## src/logic/flash_host_cfg.svh

```systemverilog
// Timing and field constants for the parallel flash bus host.
// Assumes a 200 MHz clock; times are in ns and cycle counts derive from them.
`ifndef FLASH_HOST_CFG_SVH
`define FLASH_HOST_CFG_SVH

`define CLK_PERIOD_NS       5
// Address / chip-select access time of the slowest speed grade
`define ACCESS_TIME_NS      90
`define ACCESS_CYCLES       ((`ACCESS_TIME_NS + `CLK_PERIOD_NS - 1) / `CLK_PERIOD_NS)
// Write-enable low width and recovery between bus cycles
`define WRITE_PULSE_NS      35
`define WRITE_PULSE_CYCLES  ((`WRITE_PULSE_NS + `CLK_PERIOD_NS - 1) / `CLK_PERIOD_NS)
`define RECOVERY_NS         20
`define RECOVERY_CYCLES     ((`RECOVERY_NS + `CLK_PERIOD_NS - 1) / `CLK_PERIOD_NS)
// Hardware reset pulse width
`define RESET_PULSE_NS      500
`define RESET_PULSE_CYCLES  ((`RESET_PULSE_NS + `CLK_PERIOD_NS - 1) / `CLK_PERIOD_NS)
`define SLEEP_EXTRA_NS      30

// Protect cycle address fields
`define PROT_BIT_UNPROT     6
`define PROT_BIT_A1         1
`define PROT_BIT_A0         0

`define ADDR_W              17
`define DATA_W              8
`define CNT_W               8

`endif

```

## src/logic/flash_host_pkg.sv

```systemverilog
// Types for the parallel flash bus host.
// Assumes flash_host_cfg.svh supplies the numeric constants.
package flash_host_pkg;

    typedef enum logic [2:0] {
        OP_READ      = 3'h0,
        OP_WRITE     = 3'h1,
        OP_PROTECT   = 3'h2,
        OP_UNPROTECT = 3'h3,
        OP_RESET     = 3'h4
    } op_t;

    typedef enum logic [5:0] {
        ST_IDLE    = 6'h01,
        ST_READ    = 6'h02,
        ST_WRITE   = 6'h04,
        ST_RECOVER = 6'h08,
        ST_RESET   = 6'h10,
        ST_DONE    = 6'h20
    } state_t;

endpackage : flash_host_pkg

```

## src/logic/flash_host.sv

```systemverilog
// Host-side bus controller for a byte-wide parallel flash memory.
// Assumes one 200 MHz clock, a synchronous active-high reset, and that the
// pad ring resolves the data pins from data_oe; the flash itself is clockless.
`timescale 1ns/1ps
`include "flash_host_cfg.svh"

////////////////////////////////////////////////////////////////////////////////
// Functional notes
// - Read: select and output enable low, write high.
// - Write: write and select low, output high.
// - Bypass programming takes two writes, not four.
// - Allow full select access time after standby.
// - Protect: select low, output high, write low.
module flash_host
    import flash_host_pkg::*;
(
    input  wire logic                 clk,
    input  wire logic                 sys_rst,
    // User request side
    input  wire logic                 req_valid,
    input  wire op_t                  req_op,
    input  wire logic [`ADDR_W-1:0]   req_addr,
    input  wire logic [`DATA_W-1:0]   req_data,
    output logic                      req_ready,
    output logic                      rsp_valid,
    output logic [`DATA_W-1:0]        rsp_data,
    // Flash pins
    output logic [`ADDR_W-1:0]        address_lines,
    output logic [`DATA_W-1:0]        data_out,
    output logic                      data_oe,
    input  wire logic [`DATA_W-1:0]   data_in,
    output logic                      chip_sel_n,
    output logic                      out_en_n,
    output logic                      write_en_n,
    output logic                      reset_n,
    output logic                      elevated_id_voltage
);

    ////////////////////////////////////////////////////////////////////////////
    // Pin input synchroniser; the first stage feeds only the second

    logic [`DATA_W-1:0] data_meta;
    logic [`DATA_W-1:0] data_sync;

    always_ff @(posedge clk) begin
        data_meta <= data_in;
        data_sync <= data_meta;
    end

    ////////////////////////////////////////////////////////////////////////////
    // Bus cycle sequencer

    function automatic logic [`CNT_W-1:0] cycles(input int n);
        cycles = n[`CNT_W-1:0];
    endfunction : cycles

    state_t             state, next_state;
    logic [`CNT_W-1:0]  count, next_count;
    logic [`ADDR_W-1:0] next_address;
    logic [`DATA_W-1:0] next_data_out, next_rsp_data;
    logic               next_data_oe, next_chip_sel_n, next_out_en_n;
    logic               next_write_en_n, next_reset_n, next_id_voltage;
    logic               next_req_ready, next_rsp_valid;

    always_comb begin
        next_state      = state;
        next_count      = count;
        next_address    = address_lines;
        next_data_out   = data_out;
        next_data_oe    = data_oe;
        next_chip_sel_n = chip_sel_n;
        next_out_en_n   = out_en_n;
        next_write_en_n = write_en_n;
        next_reset_n    = reset_n;
        next_id_voltage = elevated_id_voltage;
        next_req_ready  = 1'b0;
        next_rsp_valid  = 1'b0;
        next_rsp_data   = rsp_data;
        case (state)
            ST_IDLE: begin
                // Idle keeps select and reset high: standby, data floating
                next_chip_sel_n = 1'b1;
                next_out_en_n   = 1'b1;
                next_write_en_n = 1'b1;
                next_data_oe    = 1'b0;
                next_id_voltage = 1'b0;
                next_req_ready  = 1'b1;
                if (req_valid && req_ready) begin
                    next_req_ready = 1'b0;
                    next_address   = req_addr;
                    next_data_out  = req_data;
                    case (req_op)
                        OP_READ: begin
                            // Counting from select assertion covers standby exit
                            next_chip_sel_n = 1'b0;
                            next_out_en_n   = 1'b0;
                            next_count      = cycles(`ACCESS_CYCLES);
                            next_state      = ST_READ;
                        end
                        OP_WRITE: begin
                            // Output enable stays high so the device never drives
                            next_chip_sel_n = 1'b0;
                            next_write_en_n = 1'b0;
                            next_data_oe    = 1'b1;
                            next_count      = cycles(`WRITE_PULSE_CYCLES);
                            next_state      = ST_WRITE;
                        end
                        OP_PROTECT, OP_UNPROTECT: begin
                            next_address[`PROT_BIT_UNPROT] =
                                (req_op == OP_UNPROTECT);
                            next_address[`PROT_BIT_A1] = 1'b1;
                            next_address[`PROT_BIT_A0] = 1'b0;
                            next_id_voltage = 1'b1;
                            next_chip_sel_n = 1'b0;
                            next_write_en_n = 1'b0;
                            next_data_oe    = 1'b1;
                            next_count      = cycles(`WRITE_PULSE_CYCLES);
                            next_state      = ST_WRITE;
                        end
                        OP_RESET: begin
                            next_reset_n = 1'b0;
                            next_count   = cycles(`RESET_PULSE_CYCLES);
                            next_state   = ST_RESET;
                        end
                        default: begin
                            next_state = ST_DONE;
                        end
                    endcase
                end
            end
            ST_READ: begin
                // Address held still; device may sleep yet keeps data valid
                if (count > cycles(1)) begin
                    next_count = count - cycles(1);
                end else begin
                    // Sample synchronised data after two extra settle stages
                    next_count = cycles(2);
                    next_state = ST_DONE;
                end
            end
            ST_WRITE: begin
                if (count > cycles(1)) begin
                    next_count = count - cycles(1);
                end else begin
                    // Rising write enable is where the device latches
                    next_write_en_n = 1'b1;
                    next_count      = cycles(`RECOVERY_CYCLES);
                    next_state      = ST_RECOVER;
                end
            end
            ST_RECOVER: begin
                if (count > cycles(1)) begin
                    next_count = count - cycles(1);
                end else begin
                    // Deselect is safe: a running program/erase carries on
                    next_chip_sel_n = 1'b1;
                    next_data_oe    = 1'b0;
                    next_id_voltage = 1'b0;
                    next_rsp_valid  = 1'b1;
                    next_state      = ST_IDLE;
                end
            end
            ST_RESET: begin
                if (count > cycles(1)) begin
                    next_count = count - cycles(1);
                end else begin
                    // Device is back in array read after release
                    next_reset_n   = 1'b1;
                    next_rsp_valid = 1'b1;
                    next_state     = ST_IDLE;
                end
            end
            ST_DONE: begin
                // Read: wait for the pin synchroniser, then deliver the byte
                if (count > cycles(0)) begin
                    next_count = count - cycles(1);
                end else begin
                    next_rsp_data   = data_sync;
                    next_rsp_valid  = 1'b1;
                    next_chip_sel_n = 1'b1;
                    next_out_en_n   = 1'b1;
                    next_state      = ST_IDLE;
                end
            end
            default: begin
                next_state = ST_IDLE;
            end
        endcase
    end

    always_ff @(posedge clk) begin
        if (sys_rst) begin
            state               <= ST_IDLE;
            count               <= '0;
            address_lines       <= '0;
            data_out            <= '0;
            data_oe             <= 1'b0;
            chip_sel_n          <= 1'b1;
            out_en_n            <= 1'b1;
            write_en_n          <= 1'b1;
            reset_n             <= 1'b1;
            elevated_id_voltage <= 1'b0;
            req_ready           <= 1'b0;
            rsp_valid           <= 1'b0;
            rsp_data            <= '0;
        end else begin
            state               <= next_state;
            count               <= next_count;
            address_lines       <= next_address;
            data_out            <= next_data_out;
            data_oe             <= next_data_oe;
            chip_sel_n          <= next_chip_sel_n;
            out_en_n            <= next_out_en_n;
            write_en_n          <= next_write_en_n;
            reset_n             <= next_reset_n;
            elevated_id_voltage <= next_id_voltage;
            req_ready           <= next_req_ready;
            rsp_valid           <= next_rsp_valid;
            rsp_data            <= next_rsp_data;
        end
    end

endmodule : flash_host

```

## config.mk

```make
export PLATFORM = sky130hd
export DESIGN_NAME = flash_host
export DESIGN_NICKNAME = d
export VERILOG_FILES = /design/src/logic/flash_host_pkg.sv /design/src/logic/flash_host.sv
export VERILOG_INCLUDE_DIRS = /design/src /design/src/logic
export SDC_FILE = /design/constraint.sdc
export NUM_CORES = 1
export LEC_CHECK = 0
export BUFFER_PORTS_ARGS = -buffer_cell sky130_fd_sc_hd__buf_2
export CORE_ASPECT_RATIO = 0.9
export CORE_MARGIN = 3
export CORE_UTILIZATION = 40
export DETAILED_ROUTE_END_ITERATION = 10
export PLACE_DENSITY = 0.64
export SLEW_MARGIN = 20
export SYNTH_ARGS = -nofsm -noshare
export SYNTH_HDL_FRONTEND = slang
export SYNTH_SLANG_ARGS = --single-unit
```

## constraint.sdc

```tcl
create_clock -name clk -period 6.7 [get_ports clk]
set_clock_uncertainty 0.05 [all_clocks]
set_input_delay 1.34 -clock clk [delete_from_list [all_inputs] [get_ports clk]]
set_output_delay 1.34 -clock clk [all_outputs]
set_load 0.05 [all_outputs]
```

Word level (Yosys, flattened, before mapping)
Index checks and enable logic that the tools add are counted.

Output and inout port bits: 41. Logic and storage cells: 104. Register bits after elaboration: 71.

Bitwise operators: 2. Mux-type cells: 41. Eq/ne operators: 21. Reduce and logical (&&, ||, !) cells: 22. $lt $le $gt $ge: 2. Add/sub/neg operators: 1.

Operator list (number): 8-bit 2-to-1 mux (5); 8-bit case mux with 5 select lines (1); 6-bit 2-to-1 mux (5); 6-bit case mux with 5 select lines (1); 8-bit case mux with 3 select lines (1); 1-bit 2-to-1 mux (19); 6-bit case mux with 3 select lines (1); 8-bit by 1-bit greater-than comparator with 1-bit output, second input constant (2); 2-bit inequality test, second input constant (8); 1-bit case mux with 2 select lines (6); 2-bit AND reduction (5); 5-bit AND reduction (2); 2-bit nonzero test (4); 8-bit by 1-bit subtractor with 8-bit output, second input constant (1); 3-bit by 2-bit equality test with 1-bit output, second input constant (2); 6-bit by 1-bit equality test with 1-bit output, second input constant (1); 6-bit by 2-bit equality test with 1-bit output, second input constant (1); 6-bit by 3-bit equality test with 1-bit output, second input constant (1); 6-bit by 4-bit equality test with 1-bit output, second input constant (1); 6-bit by 5-bit equality test with 1-bit output, second input constant (1); 6-bit equality test, second input constant (1); 2-bit OR reduction (3); 5-bit nonzero test (1); 2-bit by 1-bit inequality test with 1-bit output, second input constant (2); 13 further kinds (14).

Logic depth before layout (Yosys ltp)
Depth in word-level cells: 5. Gate-level depth with buffers: 9. Depth with buffers taken out: 7.

Worst setup path after synthesis
Ideal clock, no wire load.

Kind: input -> register. From: input port req_valid. To: register count[4]. Path buffers: 1. Arrival time: 2.516 ns. Data required time: 6.550 ns. Setup slack: 4.035 ns. Library setup time: 0.100 ns. Cell stages on the path: 6. Path through: nand2_1 > nor4_2 > nor3_1 > or2_1 > buf_6 > a2111oi_4.

Word-level cells in the longest chain between the ends: 3.

Ends and longest elaborated chain: from (decl) (RTL line flash_host.sv:20) `input wire logic req_valid,`; 1-bit logical AND (RTL line flash_host.sv:88) `if (req_valid && req_ready) begin`; 2-bit inequality test (no line); 5-bit AND reduction (no line); to (signal assigned) (RTL line flash_host.sv:208) `count <= next_count;`; to (decl) (RTL line flash_host.sv:58) `` logic [`CNT_W-1:0] count, next_count; ``.

No other way between the ends. A chain may end at the register's enable or synchronous reset.

Worst setup path in the final report
From: register count[0]. To: register count[6].

Word-level cells in the longest chain between the ends: 3. Elaborated cells on any way between the ends: 11.

Ends and longest elaborated chain: 8-bit by 1-bit subtractor with 8-bit output (tied with other cells); 8-bit 2-to-1 mux (tied with other cells) (RTL line flash_host.sv:175) `if (count > cycles(0)) begin`; 8-bit case mux with 5 select lines / 5-bit AND reduction (equally long branches).

Parallel ways exist; a longest one is shown, timed or not. The select of a mux whose other input is x is not followed.

==> impl_metrics.tcl <==
set metrics [dict create \
    grt_pass1_wl_um 11600 \
    postCtsSetupRepairBufs 0 \
    cp.arrival_ns 3.32 \
    die-area_um2 8500 \
    numPortBuffers 79 \
    finalSetupViolCount 0 \
    p_total_mw 1.47 \
    drt_iter0_drc 137 \
    syn_inst 345 \
    worst_setup_path_end_kind "flop" \
    clkLatencyLatePin_ns 0.35 \
    drt-met1-wl_um 3440 \
    htree_levels 3 \
    outcome "finished clean" \
    crit_buf_inv 1 \
    final_max_slew_viol_count 0 \
    synthesis.nets 386 \
    final.min_clock_period_ns 3.17 \
    crit_slowest_cell "nand4_1" \
    path_cells "inv_1 > ha_1 > nor3b_1 > nand4_1 > o21ai_1 > or2_1 > a221oi_1" \
    vias 2693 \
    die_y_um 87.8 \
    post_cts_resized 0 \
    drive_above_1_share_pct 24.4 \
    place.gp.congestion 0.866 \
    drt_wl_total_um 7130 \
    grt_max_degree 53 \
    antenna_left 0 \
    peakVddDrop_mv 0.193 \
    hold_viol_final 0 \
    fin_cells 511 \
    cap_violations 0 \
    max_freq_mhz 316 \
    fin_ws_ns 3.53 \
    core_area_um2 7150 \
    hpwl_um 5010 \
    rows 29 \
    min_from "data_meta[7]$_DFF_P_" \
    fin_tns_setup_ns 0 \
    synth-seq-cells 71 \
    antenna_cells 0 \
    grt_usage_pct 16.8 \
    synthArstFlopShare_pct 0 \
    critPathLaunchType "flop" \
    dp_cells 496 \
    drt_pass1_iterations 4 \
    dieWidth_um 96.9 \
    fillers 679 \
    synth-edff-count 0 \
    yosysSeqAreaShare_pct 47.8 \
    syn-cell-area_um2 2970 \
    dr_wl_met3_um 527 \
    slowest_delay_ns 0.66 \
    grt_remaining_overflow 0 \
    reg2reg_slack_ns 3.53 \
    io-pin-count 80 \
    min_to "data_sync[7]$_DFF_P_" \
    ff2ff_path_depth 7 \
    crit_path_max_fanout 10 \
    avgViaCountPerCell 5.27 \
    antenna_found_initial 0 \
    clkTransAtPathRegs_ns 0.07 \
    initial_utilization_pct 41.6 \
    synth_cell_types 53 \
    p_leak_nw 1.51 \
    worstPathRequired_ns 6.85 \
    drc_errors 0 \
    power_density_nw_per_um2 412 \
    syn_to_final_growth_pct 20.0 \
    root_buffer "clkbuf_8" \
    place_ws_ns 3.58 \
    synth_warnings 0 \
    cts_tree "done" \
    hp-class "reg2reg" \
    highest_layer "met4" \
    cts-buffers-inserted 9 \
    timing.rr.start "count[0]$_SDFFE_PP0P_" \
    rsz0062_at_grt "false" \
    grt_pass1_vias 2353 \
    synthFlopType "dfxtp_1" \
    cts.sinks 71 \
    fin_hold_ws_ns 0.273 \
    worst_pin_slew_ns 0.890 \
    crit_type "reg2reg" \
    routedWlPerCell_um 13.9 \
    relSlewSlack_pct 40.7 \
    holdBufCountCts 0 \
    syn_area_per_cell_um2 8.62 \
    cts_buffer_depth 2 \
    met2_length_um 3090 \
    r2r_end "count[6]$_SDFFE_PP0P_" \
    min_period_over_period_pct 47.3 \
    min_path_cells 0 \
    path_delay_family "simple AND/OR/NAND/NOR gates" \
    nets 455 \
]
through the flow:
| step | cell area [µm²] | util (%) |
|---|---|---|
| 6_report | 3570 | 49.9 |
| 5_1_grt | 3570 | 49.9 |
| 4_1_cts | 3570 | 49.9 |
| 3_5_place_dp | 3390 | 47.4 |
| 3_3_place_gp | 3390 | 47.4 |
| 2_1_floorplan | 2970 | - |
power by group:
part / internal, mW / total (mW) / switching, mW
registers: 0.480 / 0.534 / 0.0535
clock network: 0.169 / 0.325 / 0.156
logic: 0.204 / 0.612 / 0.408
total: 0.853 / 1.47 / 0.618
flip-flops by register name, summed over array words and instances, names as in the netlist, 6 cells and up:
name	count
data_out	8
data_sync	8
count	8
rsp_data	8
data_meta	8
address_lines	17
state	6
worst max-delay path by stage:
stage / start / end / slack, ns / depth (start not counted)
floorplan: req_valid / count[4]$_SDFFE_PP0P_ / 4.03 / 6
global placement: req_valid / data_oe$_SDFFE_PP0P_ / 3.66 / 6
CTS: count[0]$_SDFFE_PP0P_ / count[6]$_SDFFE_PP0P_ / 3.56 / 7
detailed placement: count[0]$_SDFFE_PP0P_ / count[6]$_SDFFE_PP0P_ / 3.58 / 7
finish: count[0]$_SDFFE_PP0P_ / count[6]$_SDFFE_PP0P_ / 3.53 / 7
global route: count[0]$_SDFFE_PP0P_ / count[6]$_SDFFE_PP0P_ / 3.32 / 7
Yosys cell counts, types with 6 or more instances:
| library cell | number | area share (%) |
|---|---|---|
| o21ai_0 | 6 | 1.0 |
| nor3_1 | 14 | 2.4 |
| inv_1 | 7 | 0.88 |
| o211ai_1 | 7 | 1.8 |
| nor4_1 | 6 | 1.3 |
| nor2_1 | 30 | 3.8 |
| mux2i_1 | 11 | 3.7 |
| nand2_1 | 65 | 8.2 |
| a21oi_1 | 29 | 4.9 |
| clkbuf_1 | 14 | 1.8 |
| dfxtp_1 | 71 | 48 |
layout by cell type, fill, tap and decap left out, drive strengths merged, types with 7 or more instances in the layout:
cell and instances:
buf 81, dfxtp 71, nand2 65, nor2 31, a21oi 29, nor3 14
mux2i 11, clkbuf 11, o21ai 8, inv 7, o211ai 7, nor4 7
layout make-up:
| class | instances | area, µm² | area share (%) |
|---|---|---|---|
| clock buffer | 11 | 131 | 3.68 |
| clock inverter | 4 | 47.5 | 1.33 |
| inverter | 7 | 26.3 | 0.737 |
| multi-input combinational | 244 | 1410 | 39.6 |
| sequential | 71 | 1420 | 39.8 |
| tap | 93 | 116 | 3.26 |
| timing repair buffer | 81 | 410 | 11.5 |
kinds of logic after synthesis:
| group | count (synthesis) | synth area share (%) |
|---|---|---|
| simple gates | 150 | 23.7 |
| fa+ha+maj | 2 | 0.842 |
| mux | 11 | 3.70 |
| flops | 71 | 47.8 |
| buf+inv | 30 | 4.63 |
| xor+xnor | 4 | 1.18 |
| compound gates | 77 | 18.1 |
metal layers:
layer | vias up | global-route usage [%]
met5 | - | 0
met4 | 0 | 4.85
met3 | 7 | 7.17
met2 | 91 | 24.9
met1 | 1241 | 22.4
li1 | 1354 | -
No activity file was read; power rests on OpenSTA's default activity.
